<file path="src/rtl/crps_pkg.sv">
// package: register indices, reset values, field layout, modes and helpers
// assumes one 125 MHz clock and a 32-bit apb register slave
`default_nettype none
package crps_pkg;
    localparam int CLK_MHZ = 125;
    localparam int NCH = 2;
    // register indices; the byte address is four times the index
    localparam logic [5:0] IDX_MOD0 = 6'h06;
    localparam logic [5:0] IDX_MOD1 = 6'h08;
    localparam logic [5:0] IDX_PRE0 = 6'h0a;
    localparam logic [5:0] IDX_PRE1 = 6'h0c;
    localparam logic [5:0] IDX_SCL0 = 6'h0e;
    localparam logic [5:0] IDX_SCL1 = 6'h0f;
    localparam logic [5:0] IDX_CTRL = 6'h10;
    localparam logic [5:0] IDX_CNT0 = 6'h11;
    localparam logic [5:0] IDX_CNT1 = 6'h12;
    localparam logic [5:0] IDX_PER0 = 6'h13;
    localparam logic [5:0] IDX_PER1 = 6'h14;
    localparam logic [31:0] MOD_LIMIT = 32'h0100_0000;
    localparam logic [31:0] MOD_RST = 32'h0000_0000;
    localparam logic [31:0] PRE_RST = 32'h0000_0000;
    localparam logic [15:0] SCL_RST = 16'h0001;
    localparam logic [7:0] CTRL_RST = 8'h00;
    // control word: per channel a 3-bit mode and a filter enable
    localparam int CH_STRIDE = 4;
    localparam int FILT_BIT = 3;
    localparam int PER_W = 24;
    localparam logic [PER_W-1:0] PER_MAX = 24'hff_ffff;
    localparam int FILT_NS = 32;
    localparam int FILT_CYC = (FILT_NS * CLK_MHZ + 999) / 1000;
    localparam logic [3:0] FILT_LAST = 4'(FILT_CYC - 1);

    typedef enum logic [2:0] {
        MD_COUNT,
        MD_SINGLE_EDGE,
        MD_DOUBLE_EDGE,
        MD_QUAD_EDGE,
        MD_PERIOD_RATE,
        MD_CONT_RATE,
        MD_RATE_MEAS,
        MD_PWM
    } crps_mode_e;

    function automatic logic crps_uses_roll(input crps_mode_e m);
        crps_uses_roll = m inside {MD_COUNT, MD_SINGLE_EDGE, MD_DOUBLE_EDGE, MD_QUAD_EDGE};
    endfunction : crps_uses_roll

    function automatic logic crps_uses_scale(input crps_mode_e m);
        crps_uses_scale = m inside {MD_PERIOD_RATE, MD_CONT_RATE};
    endfunction : crps_uses_scale

    // log2 of the ratio; anything but one bit of 7..0 means no division
    function automatic logic [2:0] crps_scl_shift(input logic [15:0] w);
        crps_scl_shift = 3'h0;
        if ($onehot(w) && w[15:8] == 8'h00) begin
            for (int i = 0; i < 8; i++) begin
                if (w[i]) begin
                    crps_scl_shift = 3'(i);
                end
            end
        end
    endfunction : crps_scl_shift

    function automatic logic [31:0] crps_wmerge(input logic [31:0] old, input logic [31:0] wd,
                                                input logic [3:0] st);
        for (int i = 0; i < 4; i++) begin
            crps_wmerge[8*i +: 8] = st[i] ? wd[8*i +: 8] : old[8*i +: 8];
        end
    endfunction : crps_wmerge
endpackage : crps_pkg
`default_nettype wire

</file>
<file path="src/rtl/crps_scal.sv">
// index-pulse filter and power-of-two prescaler for one channel
// assumes z synchronous to ref_clk; step is a one-cycle output and inc holds its value between steps
`default_nettype none
module crps_scal
    import crps_pkg::*;
(
    // clock and reset
    input wire logic ref_clk,
    input wire logic srst,
    // configuration
    input wire logic filt_en,
    input wire logic [15:0] scl_word,
    input wire logic active,
    // index pulse in, scaled step out
    input wire logic z,
    output logic step,
    output logic [7:0] inc
);
    import crps_pkg::*;

    typedef struct packed {
        logic zf;
        logic [3:0] fcnt;
        logic src_q;
        logic [6:0] div;
        logic step;
        logic [7:0] inc;
    } crps_scal_s;

    crps_scal_s st_ff, nxt_st;
    logic [2:0] shift;
    logic [7:0] dv;
    logic [6:0] mask;
    logic src;
    logic rise;

    assign shift = crps_scl_shift(scl_word);
    assign dv = 8'h01 << shift;
    assign mask = 7'(dv - 8'h01);
    assign src = filt_en ? st_ff.zf : z;
    assign rise = src && !st_ff.src_q;

    always_comb begin
        nxt_st = st_ff;
        nxt_st.step = 1'b0;
        nxt_st.src_q = src;
        // a level change must persist FILT_CYC cycles to pass
        if (z != st_ff.zf) begin
            nxt_st.fcnt = st_ff.fcnt + 4'h1;
            if (st_ff.fcnt == FILT_LAST) begin
                nxt_st.zf = z;
                nxt_st.fcnt = 4'h0;
            end
        end else begin
            nxt_st.fcnt = 4'h0;
        end
        if (!active) begin
            nxt_st.div = 7'h00;
        end else if (rise) begin
            if (st_ff.div >= mask) begin
                nxt_st.div = 7'h00;
                nxt_st.step = 1'b1;
                nxt_st.inc = dv;
            end else begin
                nxt_st.div = st_ff.div + 7'h01;
            end
        end
    end

    always_ff @(posedge ref_clk) begin
        if (srst) begin
            st_ff <= '0;
        end else begin
            st_ff <= nxt_st;
        end
    end

    assign step = st_ff.step;
    assign inc = st_ff.inc;

    no_scale_a: assert property (@(posedge ref_clk) disable iff (srst)
        !active |=> !st_ff.step) else $error("scaled step outside rate modes");
    direct_a: assert property (@(posedge ref_clk) disable iff (srst)
        active && rise && shift == 3'h0 |=> st_ff.step && st_ff.inc == 8'h01)
        else $error("undivided pulse did not step by one");
    ratio_a: assert property (@(posedge ref_clk) disable iff (srst)
        st_ff.step |-> $past(st_ff.div) == $past(mask) && st_ff.inc == $past(dv))
        else $error("step not after ratio pulses");
    filter_a: assert property (@(posedge ref_clk) disable iff (srst)
        filt_en && z && !st_ff.zf && st_ff.fcnt != FILT_LAST |=> !rise || !filt_en)
        else $error("raw pulse passed filter");
endmodule : crps_scal
`default_nettype wire

</file>
<file path="src/rtl/crps_per.sv">
// 24-bit period meter: clocks between scaled index steps
// assumes tick is a one-cycle pulse from the prescaler
`default_nettype none
module crps_per
    import crps_pkg::*;
(
    // clock and reset
    input wire logic ref_clk,
    input wire logic srst,
    // measurement control
    input wire logic active,
    input wire logic tick,
    // latched result
    output logic [PER_W-1:0] per,
    output logic ovf
);
    import crps_pkg::*;

    typedef struct packed {
        logic [PER_W-1:0] cnt;
        logic run_ovf;
        logic [PER_W-1:0] lat;
        logic lat_ovf;
    } crps_per_s;

    crps_per_s st_ff, nxt_st;

    always_comb begin
        nxt_st = st_ff;
        if (!active) begin
            nxt_st.cnt = '0;
            nxt_st.run_ovf = 1'b0;
        end else if (tick) begin
            nxt_st.lat = st_ff.cnt;
            nxt_st.lat_ovf = st_ff.run_ovf;
            nxt_st.cnt = '0;
            nxt_st.run_ovf = 1'b0;
        end else if (st_ff.cnt == PER_MAX) begin
            nxt_st.run_ovf = 1'b1;
        end else begin
            nxt_st.cnt = st_ff.cnt + 24'h1;
        end
    end

    always_ff @(posedge ref_clk) begin
        if (srst) begin
            st_ff <= '0;
        end else begin
            st_ff <= nxt_st;
        end
    end

    assign per = st_ff.lat;
    assign ovf = st_ff.lat_ovf;

    per_sat_a: assert property (@(posedge ref_clk) disable iff (srst)
        active && !tick && st_ff.cnt == PER_MAX |=> st_ff.cnt == PER_MAX && st_ff.run_ovf)
        else $error("period counter wrapped past 24 bits");
endmodule : crps_per
`default_nettype wire

</file>
<file path="src/rtl/crps_top.sv">
// two-channel counter with rollover modulus, preset load and index prescaler
// assumes an apb master on ref_clk and counter inputs synchronous to it
//
// Function
// - each channel has its own rollover modulus, set independently
// - up count wraps N-1 to 0; down count wraps 0 to N-1
// - modulus is 32 bits; values above 16,777,216 are held there
// - rate modes ignore the modulus entirely
// - preset-load input loads the channel's preset value
// - scaler divides index pulses only in period/rate and continuous/rate
// - with filter enabled, the filtered index pulse is scaled
// - ratio D advances the count by D every D index pulses
// - scaler bits 0, 1, 2 select divide by 1, 2, 4
// - period counter is 24 bits; overflow is flagged
// - scaler bits 3 to 7 select divide by 8 to 128
//
// Added by the designer: the APB slave port.
`default_nettype none
module crps_top
    import crps_pkg::*;
(
    // clock and reset
    input wire logic ref_clk,
    input wire logic srst,
    // apb slave
    input wire logic psel,
    input wire logic penable,
    input wire logic pwrite,
    input wire logic [7:0] paddr,
    input wire logic [31:0] pwdata,
    input wire logic [3:0] pstrb,
    output logic [31:0] prdata,
    output logic pready,
    output logic pslverr,
    // counter inputs, one bit per channel
    input wire logic [1:0] cnt_a,
    input wire logic [1:0] cnt_b,
    input wire logic [1:0] idx_z,
    input wire logic [1:0] preset_load_input
);
    import crps_pkg::*;

    typedef struct packed {
        logic [NCH-1:0] a_q;
        logic [NCH-1:0] b_q;
        logic [NCH-1:0][31:0] cnt;
        logic [NCH-1:0][31:0] mods;
        logic [NCH-1:0][31:0] pre;
        logic [NCH-1:0][15:0] scl;
        logic [7:0] ctrl;
        logic [31:0] rdata;
        logic rdy;
        logic err;
    } crps_top_s;

    crps_top_s st_ff, nxt_st;
    crps_mode_e mode [NCH];
    logic [31:0] lim [NCH];
    logic roll [NCH];
    logic scale [NCH];
    logic sc_step [NCH];
    logic [7:0] sc_inc [NCH];
    logic [PER_W-1:0] per [NCH];
    logic per_ovf [NCH];
    logic step [NCH];
    logic up [NCH];
    logic [31:0] inc [NCH];
    logic [5:0] idx;
    logic [31:0] rd;
    logic hit;
    logic ro;
    logic bad;
    logic [31:0] w;
    logic wr_ok;

    assign idx = paddr[7:2];
    assign wr_ok = psel && penable && st_ff.rdy && pwrite && !st_ff.err;

    for (genvar g = 0; g < NCH; g++) begin : g_ch
        assign mode[g] = crps_mode_e'(st_ff.ctrl[CH_STRIDE*g +: 3]);
        // oversized moduli behave as the largest usable one
        assign lim[g] = (st_ff.mods[g] > MOD_LIMIT) ? MOD_LIMIT : st_ff.mods[g];
        assign roll[g] = crps_uses_roll(mode[g]) && st_ff.mods[g] != 32'h0;
        assign scale[g] = crps_uses_scale(mode[g]);

        crps_scal u_scal (
            .ref_clk(ref_clk),
            .srst(srst),
            .filt_en(st_ff.ctrl[CH_STRIDE*g + FILT_BIT]),
            .scl_word(st_ff.scl[g]),
            .active(scale[g]),
            .z(idx_z[g]),
            .step(sc_step[g]),
            .inc(sc_inc[g])
        );

        crps_per u_per (
            .ref_clk(ref_clk),
            .srst(srst),
            .active(scale[g]),
            .tick(sc_step[g]),
            .per(per[g]),
            .ovf(per_ovf[g])
        );

        up_wrap_a: assert property (@(posedge ref_clk) disable iff (srst)
            step[g] && up[g] && roll[g] && !preset_load_input[g] && st_ff.cnt[g] == lim[g] - 32'h1
            |=> st_ff.cnt[g] == 32'h0) else $error("up count did not wrap to zero");
        down_wrap_a: assert property (@(posedge ref_clk) disable iff (srst)
            step[g] && !up[g] && roll[g] && !preset_load_input[g] && st_ff.cnt[g] == 32'h0
            |=> st_ff.cnt[g] == $past(lim[g]) - 32'h1) else $error("down count did not wrap");
        limit_a: assert property (@(posedge ref_clk) disable iff (srst)
            step[g] && up[g] && roll[g] && !preset_load_input[g] && st_ff.mods[g] > MOD_LIMIT
            && st_ff.cnt[g] == MOD_LIMIT - 32'h1 |=> st_ff.cnt[g] == 32'h0)
            else $error("modulus above usable range honoured");
        preset_a: assert property (@(posedge ref_clk) disable iff (srst)
            preset_load_input[g] |=> st_ff.cnt[g] == $past(st_ff.pre[g]))
            else $error("preset value not loaded");
        rate_free_a: assert property (@(posedge ref_clk) disable iff (srst)
            scale[g] && step[g] && !preset_load_input[g]
            |=> st_ff.cnt[g] == $past(st_ff.cnt[g]) + $past(inc[g]))
            else $error("rate mode count bent by modulus");
        wrap_c: cover property (@(posedge ref_clk) disable iff (srst)
            step[g] && roll[g] && st_ff.cnt[g] == lim[g] - 32'h1 ##1 st_ff.cnt[g] == 32'h0);
        preset_c: cover property (@(posedge ref_clk) disable iff (srst)
            preset_load_input[g] && st_ff.cnt[g] != st_ff.pre[g]);
        ratio_c: cover property (@(posedge ref_clk) disable iff (srst)
            sc_step[g] && sc_inc[g] == 8'h80);
    end

    // register read decode; status words refuse writes
    always_comb begin
        rd = 32'h0;
        hit = 1'b1;
        ro = 1'b0;
        case (idx)
            IDX_MOD0: rd = st_ff.mods[0];
            IDX_MOD1: rd = st_ff.mods[1];
            IDX_PRE0: rd = st_ff.pre[0];
            IDX_PRE1: rd = st_ff.pre[1];
            IDX_SCL0: rd = {16'h0000, st_ff.scl[0]};
            IDX_SCL1: rd = {16'h0000, st_ff.scl[1]};
            IDX_CTRL: rd = {24'h00_0000, st_ff.ctrl};
            IDX_CNT0: begin
                rd = st_ff.cnt[0];
                ro = 1'b1;
            end
            IDX_CNT1: begin
                rd = st_ff.cnt[1];
                ro = 1'b1;
            end
            IDX_PER0: begin
                rd = {7'h00, per_ovf[0], per[0]};
                ro = 1'b1;
            end
            IDX_PER1: begin
                rd = {7'h00, per_ovf[1], per[1]};
                ro = 1'b1;
            end
            default: hit = 1'b0;
        endcase
        bad = !hit || paddr[1:0] != 2'h0 || (pwrite && ro);
        w = crps_wmerge(rd, pwdata, pstrb);
    end

    always_comb begin
        nxt_st = st_ff;
        // one wait state: pready rises the cycle after the access phase opens
        nxt_st.rdy = 1'b0;
        if (psel && penable && !st_ff.rdy) begin
            nxt_st.rdy = 1'b1;
            nxt_st.err = bad;
            nxt_st.rdata = bad ? 32'h0 : rd;
        end
        if (wr_ok) begin
            case (idx)
                IDX_MOD0: nxt_st.mods[0] = w;
                IDX_MOD1: nxt_st.mods[1] = w;
                IDX_PRE0: nxt_st.pre[0] = w;
                IDX_PRE1: nxt_st.pre[1] = w;
                IDX_SCL0: nxt_st.scl[0] = w[15:0];
                IDX_SCL1: nxt_st.scl[1] = w[15:0];
                IDX_CTRL: nxt_st.ctrl = w[7:0];
                default: ;
            endcase
        end
        for (int i = 0; i < NCH; i++) begin
            nxt_st.a_q[i] = cnt_a[i];
            nxt_st.b_q[i] = cnt_b[i];
            step[i] = cnt_a[i] && !st_ff.a_q[i];
            up[i] = !cnt_b[i];
            inc[i] = 32'h1;
            case (mode[i])
                // quadrature: a leading b counts up
                MD_DOUBLE_EDGE: begin
                    step[i] = cnt_a[i] ^ st_ff.a_q[i];
                    up[i] = cnt_a[i] ^ cnt_b[i];
                end
                MD_QUAD_EDGE: begin
                    step[i] = (cnt_a[i] ^ st_ff.a_q[i]) || (cnt_b[i] ^ st_ff.b_q[i]);
                    up[i] = (cnt_a[i] ^ st_ff.a_q[i]) ? (cnt_a[i] ^ cnt_b[i]) : !(cnt_a[i] ^ cnt_b[i]);
                end
                MD_PERIOD_RATE, MD_CONT_RATE: begin
                    step[i] = sc_step[i];
                    up[i] = 1'b1;
                    inc[i] = {24'h00_0000, sc_inc[i]};
                end
                default: ;
            endcase
            // preset wins over a count step in the same cycle
            if (preset_load_input[i]) begin
                nxt_st.cnt[i] = st_ff.pre[i];
            end else if (step[i]) begin
                if (up[i]) begin
                    nxt_st.cnt[i] = (roll[i] && st_ff.cnt[i] >= lim[i] - 32'h1) ? 32'h0
                                  : st_ff.cnt[i] + inc[i];
                end else begin
                    nxt_st.cnt[i] = (roll[i] && st_ff.cnt[i] == 32'h0) ? lim[i] - 32'h1
                                  : st_ff.cnt[i] - inc[i];
                end
            end
        end
    end

    always_ff @(posedge ref_clk) begin
        if (srst) begin
            st_ff <= '0;
            st_ff.mods <= {NCH{MOD_RST}};
            st_ff.pre <= {NCH{PRE_RST}};
            st_ff.scl <= {NCH{SCL_RST}};
            st_ff.ctrl <= CTRL_RST;
        end else begin
            st_ff <= nxt_st;
        end
    end

    assign prdata = st_ff.rdata;
    assign pready = st_ff.rdy;
    assign pslverr = st_ff.err;

    apb_wait_a: assert property (@(posedge ref_clk) disable iff (srst)
        psel && penable && !pready |=> pready) else $error("apb access not answered");
    pready_pulse_a: assert property (@(posedge ref_clk) disable iff (srst)
        pready |=> !pready) else $error("pready held past one cycle");
    unmapped_a: assert property (@(posedge ref_clk) disable iff (srst)
        psel && penable && !pready && !hit |=> pready && pslverr && prdata == 32'h0)
        else $error("unmapped access not refused");
    ch_indep_a: assert property (@(posedge ref_clk) disable iff (srst)
        wr_ok && idx == IDX_MOD0 |=> st_ff.mods[1] == $past(st_ff.mods[1]) && st_ff.mods[0] == $past(w))
        else $error("channel moduli not independent");
endmodule : crps_top
`default_nettype wire

</file>
<file path="config.mk">
export PLATFORM = sky130hd
export DESIGN_NAME = crps_top
export DESIGN_NICKNAME = d
export VERILOG_FILES = /design/src/rtl/crps_pkg.sv /design/src/rtl/crps_scal.sv /design/src/rtl/crps_per.sv /design/src/rtl/crps_top.sv
export SDC_FILE = /design/constraint.sdc
export NUM_CORES = 1
export LEC_CHECK = 0
export ABC_AREA = 1
export BUFFER_PORTS_ARGS = -buffer_cell sky130_fd_sc_hd__buf_2
export CAP_MARGIN = 25
export CORE_MARGIN = 2
export CORE_UTILIZATION = 40
export CTS_BUF_LIST = sky130_fd_sc_hd__clkbuf_8
export DETAILED_ROUTE_END_ITERATION = 12
export GPL_TIMING_DRIVEN = 0
export SLEW_MARGIN = 10
export SYNTH_ARGS = -nofsm -noshare
export SYNTH_HDL_FRONTEND = slang
export SYNTH_SLANG_ARGS = --single-unit
</file>
<file path="constraint.sdc">
create_clock -name ref_clk -period 15.99 [get_ports ref_clk]
set_input_delay 2.3985 -clock ref_clk [delete_from_list [all_inputs] [get_ports ref_clk]]
set_output_delay 2.3985 -clock ref_clk [all_outputs]
set_load 0.1 [all_outputs]
</file>
==> results of run 1 <==
[critical path, delay by kind of cell, from the launching register on]
kind            cells  cell delay [ns]
flops               1             0.43
compound gates      4             0.79
buf+inv             5             0.45
fa+ha+maj           9             3.48
xor+xnor            1             0.16
simple gates       11             1.72
[kinds of logic (layout without fill, tap and decap cells)]
family                     count (synthesis)  after routing  share of synthesized area
other                                      0              1                          0
DFF                                      414            414                      0.281
buffers and inverters                    934           1155                      0.128
AOI/OAI and AO/OA                       1146           1146                      0.213
xor gates and xnor gates                 109            109                     0.0324
adders and majority gates                191            191                     0.0876
and+or+nand+nor                         1726           1726                      0.254
muxes                                     11             11                    0.00373
[routing by layer]
layer,track usage,part of all wire,up-vias
met4,0.122,0.040,4
met2,0.516,0.44,1377
met5,0,0.00023,-
li1,-,-,15300
met3,0.0569,0.082,255
met1,0.439,0.44,14800
[per-stage QoR]
stage | std cells | area [um2]
CTS | 5709 | 32700
floorplan | 4531 | 29500
finish | 5712 | 32700
global route | 5712 | 32700
global placement | 5573 | 31100
detailed placement | 5576 | 31100
[cell type report]
cell class                 instances  share of cell area
buffer                           229              0.0345
multi-input combinational       3183               0.534
sequential                       414               0.254
tap                              959              0.0367
timing repair buffer              88              0.0141
clock inverter                    41             0.00735
inverter                         705              0.0810
antenna                            1           0.0000766
clock buffer                      92              0.0388
[power breakdown]
group | switching (mW) | internal (mW)
Clock | 0.502 | 0.529
Sequential | 0.0275 | 1.05
Combinational | 0.269 | 0.108
[worst paths after layout]
kind                                    to  slack, ns  depth (start not counted)
hold / removal    g_ch[1].u_scal.st_ff[17]       0.45                          1
setup / recovery     g_ch[0].u_scal.inc[2]       8.85                         30
setup reg to reg     g_ch[0].u_scal.inc[2]       8.85                         30
hold reg to reg   g_ch[1].u_scal.st_ff[17]       0.45                          1
[layout by cell type, fill, tap and decap left out, types with 92 or more instances in the layout]
cell,instances
sky130_fd_sc_hd__ha_1,165
sky130_fd_sc_hd__inv_1,697
sky130_fd_sc_hd__buf_2,123
sky130_fd_sc_hd__xor2_1,96
sky130_fd_sc_hd__clkbuf_1,135
sky130_fd_sc_hd__nand3_1,231
sky130_fd_sc_hd__o21ai_0,451
sky130_fd_sc_hd__dfxtp_1,414
sky130_fd_sc_hd__a21oi_1,484
sky130_fd_sc_hd__nand2_1,818
sky130_fd_sc_hd__nor2_1,392
sky130_fd_sc_hd__clkbuf_8,92
[flip-flops by register name, summed over array words and instances (netlist names)]
signal / cells
mode: 6
g_ch.u_per.per: 48
g_ch.u_scal.st_ff: 26
g_ch.u_scal.step: 2
pslverr: 1
prdata: 32
g_ch.u_scal.inc: 16
g_ch.u_per.st_ff: 50
g_ch.u_per.ovf: 2
pready: 1
st_ff: 230
[cells in the mapped netlist (24+ instances only)]
library cell,instances
sky130_fd_sc_hd__buf_2,40
sky130_fd_sc_hd__o21ai_0,451
sky130_fd_sc_hd__nor3_1,68
sky130_fd_sc_hd__ha_1,165
sky130_fd_sc_hd__buf_4,39
sky130_fd_sc_hd__a21oi_1,484
sky130_fd_sc_hd__xor2_1,96
sky130_fd_sc_hd__o2111ai_1,24
sky130_fd_sc_hd__inv_1,673
sky130_fd_sc_hd__clkbuf_1,136
sky130_fd_sc_hd__nand3_1,231
sky130_fd_sc_hd__a221oi_1,33
sky130_fd_sc_hd__nand2_1,818
sky130_fd_sc_hd__nand4_1,76
sky130_fd_sc_hd__fa_1,26
sky130_fd_sc_hd__inv_2,24
sky130_fd_sc_hd__o22ai_1,45
sky130_fd_sc_hd__dfxtp_1,414
sky130_fd_sc_hd__nor2_1,392
==> reports/qor.json, run 1 <==
{
  "logic_synthesis": {
    "synth.area.top_cells": "sky130_fd_sc_hd__dfxtp_1 28%, sky130_fd_sc_hd__nand2_1 10%, sky130_fd_sc_hd__inv_1 8.6%",
    "number_of_flops_mapped_to_enable_cells_by_yosys": 0,
    "area_of_the_mapped_netlist_mm2": 0.0295,
    "synthFlopType": "sky130_fd_sc_hd__dfxtp_1",
    "synth_async_sr_flop_share": 0,
    "yosys.cell_types.count": 64,
    "synth_nets": 4779,
    "synth.top_cell.area_share": 0.281,
    "synth_area_per_cell_um2": 6.51,
    "postSynthCellCount": 4531,
    "ys_warn_count": 0,
    "yosys_register_bits": 414,
    "synth_seq_area_share": 0.281,
    "synthDominantAreaCellType": "sky130_fd_sc_hd__dfxtp_1"
  },
  "critical_path": {
    "slowest_stage": "sky130_fd_sc_hd__fa_1",
    "cp_slowest_stage_delay_ns": 0.55,
    "setup_crit_start": "st_ff[56]",
    "setup.worst_path.start_class": "flip-flop",
    "worst_setup_path_end_kind": "flip-flop",
    "timing.critical_path.arrival_ns": 7.72,
    "reg2reg_from": "st_ff[56]",
    "crit_path_max_fanout": 10,
    "crit_type": "flip-flop to flip-flop",
    "cp_data_required_time_ns": 16.58
  },
  "placed_design": {
    "place.gp.congestion": 1.07,
    "dp_worst_setup_slack_ns": 8.86,
    "dpl.hpwl_um": 102000,
    "port_buffers": 83
  },
  "sta": {
    "setup_total_negative_slack_ns": 0,
    "fmaxAchievable_mhz": 140,
    "setup_violations": 0,
    "final.period_utilization": 0.446,
    "timing.slew.headroom": 0.246,
    "layout_setup_ws_ns": 8.85,
    "min_period_ns": 7.14,
    "drv_slew": 0,
    "fin_skew_ns": 0.0565,
    "finalHoldViolations": 0,
    "grt_setup_unrepaired": "no",
    "hold_slack_ns": 0.449,
    "worst_slew_pin_slew_ns": 1.13
  },
  "power_and_ir_drop": {
    "power.density_cell_area_mw_per_mm2": 76.0,
    "peakVddDrop_v": 0.0000582,
    "finalPower_mw": 2.48,
    "p_leak_nw": 15.6
  },
  "grt": {
    "grt_max_degree": 14,
    "antenna_violations_before_repair": 5,
    "grt_util_all_layers": 0.325,
    "first_global_vias": 29400,
    "grt_pass1_wl_um": 184000,
    "globalRouteOverflowTotal": 0
  },
  "cells_and_area": {
    "final_util": 0.448,
    "drive_above_1_share": 0.0840,
    "num-nets-final": 4947,
    "final-seq-area_mm2": 0.00829,
    "multi_input_area_mm2": 0.0174,
    "areaGrowthSynthToFinish_pct": 10.8,
    "final.fill_count": 7841
  },
  "job": {
    "cap_viol_max_count": 0
  },
  "drt": {
    "drc": 0,
    "final_antenna_net_count": 0,
    "total_via_count_in_the_routed_design": 31700,
    "drt_first_pass_iters": 6,
    "detail_route.iter0.violations": 3196,
    "vias_per_cell": 5.56,
    "detail_route.wl_per_cell_um": 21.9,
    "postRouteWirelength_um": 125000
  },
  "clocking": {
    "ctsRootBufferMaster": "sky130_fd_sc_hd__clkbuf_8",
    "cts_tree": "done",
    "postCtsSetupBuffers": 0,
    "cts.reportedPaths.clkPinSlew_ns": 0.06,
    "worstSkewPairLatency_ns": 0.71,
    "cts_resized": 0,
    "cts_max_path_buffers": 3,
    "cts_inserted_buffers": 78,
    "clock_tree.htree_level_count": 3,
    "post_cts_hold_buffer_count": 0,
    "clock_sink_count": 414
  },
  "floorplanning": {
    "fp.coreArea_mm2": 0.0730,
    "num_rows": 99,
    "chipWidth_um": 276,
    "initial_utilization": 0.404,
    "vertical_die_dimension_um": 276,
    "boundaryPins": 91,
    "dieArea_mm2": 0.0759
  },
  "hold_path": {
    "hp-class": "flip-flop to flip-flop",
    "min_delay_src": "g_ch[1].u_scal.st_ff[17]"
  },
  "run_status": {
    "outcome": "completed"
  }
}
Note: power is estimated with default switching activity, not from simulation.
==> run 2, diff against run 1 <==
==> constraint.sdc (replaced) <==
create_clock -name ref_clk -period 6.57 [get_ports ref_clk]
set_input_delay 0.9855 -clock ref_clk [delete_from_list [all_inputs] [get_ports ref_clk]]
set_output_delay 0.9855 -clock ref_clk [all_outputs]
set_load 0.1 [all_outputs]
==> run 2 against run 1 <==
Die area is the same. Core utilization grew 0.31 points. Combinational power grew 140%. Non-clock buffer count grew 8. Sequential power grew 140%. Via count is essentially flat. Register-to-register slack lost 8.6 ns. Maximum frequency grew 13%. Global-route usage is essentially flat. Clock skew grew 0.0027 ns. First-iteration DRC count grew 6.0%. Critical path depth grew 1.
==> reports/qor.json, run 2 (synthesized netlist as in run 1, its figures left out) <==
{
  "run_status": {
    "outcome": "completed"
  },
  "grt": {
    "grt_pass1_wl_um": 184000,
    "grt_util_all_layers": 0.325,
    "globalRouteOverflowTotal": 0,
    "grt_max_degree": 14,
    "first_global_vias": 29400,
    "antenna_violations_before_repair": 5
  },
  "placed_design": {
    "port_buffers": 83,
    "dpl.hpwl_um": 102000,
    "place.gp.congestion": 1.07,
    "dp_cells": 5576
  },
  "sta": {
    "fmaxAchievable_mhz": 159,
    "fin_skew_ns": 0.0592,
    "timing.slew.headroom": 0.245,
    "min_period_ns": 6.29,
    "final.period_utilization": 0.958,
    "hold_slack_ns": 0.449,
    "drv_slew": 0,
    "worst_slew_pin_slew_ns": 1.13,
    "setup_violations": 0,
    "finalHoldViolations": 0
  },
  "floorplanning": {
    "boundaryPins": 91,
    "chipWidth_um": 276,
    "fp.coreArea_mm2": 0.0730,
    "dieArea_mm2": 0.0759,
    "initial_utilization": 0.404,
    "num_rows": 99,
    "vertical_die_dimension_um": 276
  },
  "drt": {
    "vias_per_cell": 5.55,
    "detail_route.iter0.violations": 3389,
    "final_antenna_net_count": 0,
    "drc": 0,
    "drt_first_pass_iters": 6,
    "postRouteWirelength_um": 125000,
    "detail_route.wl_per_cell_um": 21.9,
    "total_via_count_in_the_routed_design": 31700
  },
  "clocking": {
    "cts_inserted_buffers": 78,
    "clock_tree.htree_level_count": 3,
    "post_cts_hold_buffer_count": 0,
    "ctsRootBufferMaster": "sky130_fd_sc_hd__clkbuf_8",
    "cts_tree": "done",
    "cts_max_path_buffers": 3,
    "worstSkewPairLatency_ns": 0.72,
    "cts.reportedPaths.clkPinSlew_ns": 0.06,
    "clock_sink_count": 414
  },
  "critical_path": {
    "worst_setup_path_end_kind": "flip-flop",
    "cpLargestDelayFamily": "adder cells",
    "setup.worst_path.start_class": "flip-flop",
    "cp_num_buf_inv": 6,
    "timing.critical_path.arrival_ns": 6.84,
    "slowest_stage": "sky130_fd_sc_hd__fa_2",
    "cp_data_required_time_ns": 7.12,
    "crit_path_max_fanout": 5,
    "crit_type": "flip-flop to flip-flop",
    "critPathMostFrequentCell": "sky130_fd_sc_hd__inv_1",
    "cp_slowest_stage_delay_ns": 0.56
  },
  "cells_and_area": {
    "layout_commonest_cell": "sky130_fd_sc_hd__nand2_1",
    "num-nets-final": 4955,
    "areaGrowthSynthToFinish_pct": 11.5,
    "drive_above_1_share": 0.0952,
    "final.fill_count": 7828,
    "largest_register_ff_count": 230,
    "top_register": "st_ff",
    "finish.cell_count_without_fillers": 5721,
    "mostFrequentLayoutCells": "814 x sky130_fd_sc_hd__nand2_1, 689 x sky130_fd_sc_hd__inv_1, 484 x sky130_fd_sc_hd__a21oi_1, 450 x sky130_fd_sc_hd__o21ai_0, 399 x sky130_fd_sc_hd__dfxtp_1"
  },
  "hold_path": {
    "hp-class": "flip-flop to flip-flop"
  },
  "power_and_ir_drop": {
    "peakVddDrop_v": 0.000142,
    "p_leak_nw": 15.7,
    "power.density_cell_area_mw_per_mm2": 184
  },
  "job": {
    "cap_viol_max_count": 0
  }
}
[run 2: cell types whose count changed in the layout (fill, tap and decap cells not counted), moves of 6 or more]
cell	previous run	this run
sky130_fd_sc_hd__inv_2	24	32
sky130_fd_sc_hd__buf_4	42	48
sky130_fd_sc_hd__dfxtp_1	414	399
sky130_fd_sc_hd__dfxtp_2	0	11
sky130_fd_sc_hd__inv_1	697	689
[run 2: metal layers]
metal | global-route usage | wire, um | vias up
li1 | - | - | 15300
met1 | 0.439 | 55100 | 14800
met2 | 0.516 | 55100 | 1347
met3 | 0.0569 | 10300 | 250
met4 | 0.122 | 4920 | 4
met5 | 0 | 26 | -
[run 2: cell type report]
cell class	instances	area, um2	area share
Multi-Input combinational cell	3183	17600	0.534
Timing Repair Buffer	96	528	0.0160
Tap cell	959	1200	0.0365
Buffer	229	1140	0.0345
Antenna cell	2	5.00	0.000152
Clock inverter	41	240	0.00730
Clock buffer	92	1270	0.0385
Inverter	705	2650	0.0804
Sequential cell	414	8320	0.253
[run 2: path summary, 6_finish.rpt]
check,start,to,slack (ns),cells after the start
worst max-delay path,st_ff[56],g_ch[0].u_scal.inc[3],0.28,31
worst min-delay path,g_ch[1].u_scal.st_ff[17],g_ch[1].u_scal.st_ff[17],0.45,1
worst min register to register,g_ch[1].u_scal.st_ff[17],g_ch[1].u_scal.st_ff[17],0.45,1
worst max register to register,st_ff[56],g_ch[0].u_scal.inc[3],0.28,31
[run 2: repair_timing]
item,4_1_cts,5_1_grt
buffers inserted,2,6
setup endpoints to repair,16,28
pin swaps,1,24
resized for setup,8,55
[run 2: report_power, final]
group          switching, mW  internal [mW]  total [mW]  leakage, nW
logic                  0.655          0.264       0.919         11.5
clock network           1.22           1.29        2.51        0.870
registers             0.0671           2.55        2.61         3.36
[run 2: stage by stage]
step | cell area [um2] | util | total power, mW | worst slack, ns | TNS, ns
after floorplan | 29500 | - | 3.22 | 0.272 | 0
after CTS | 32700 | 0.448 | 6.05 | 0.0184 | 0
after global routing | 32900 | 0.451 | 6.27 | -0.0764 | -0.465
after detailed placement | 31100 | 0.427 | 3.55 | -0.556 | -3.85
after global placement | 31100 | 0.427 | 3.55 | -0.558 | -3.62
final | 32900 | 0.451 | 6.04 | 0.276 | 0
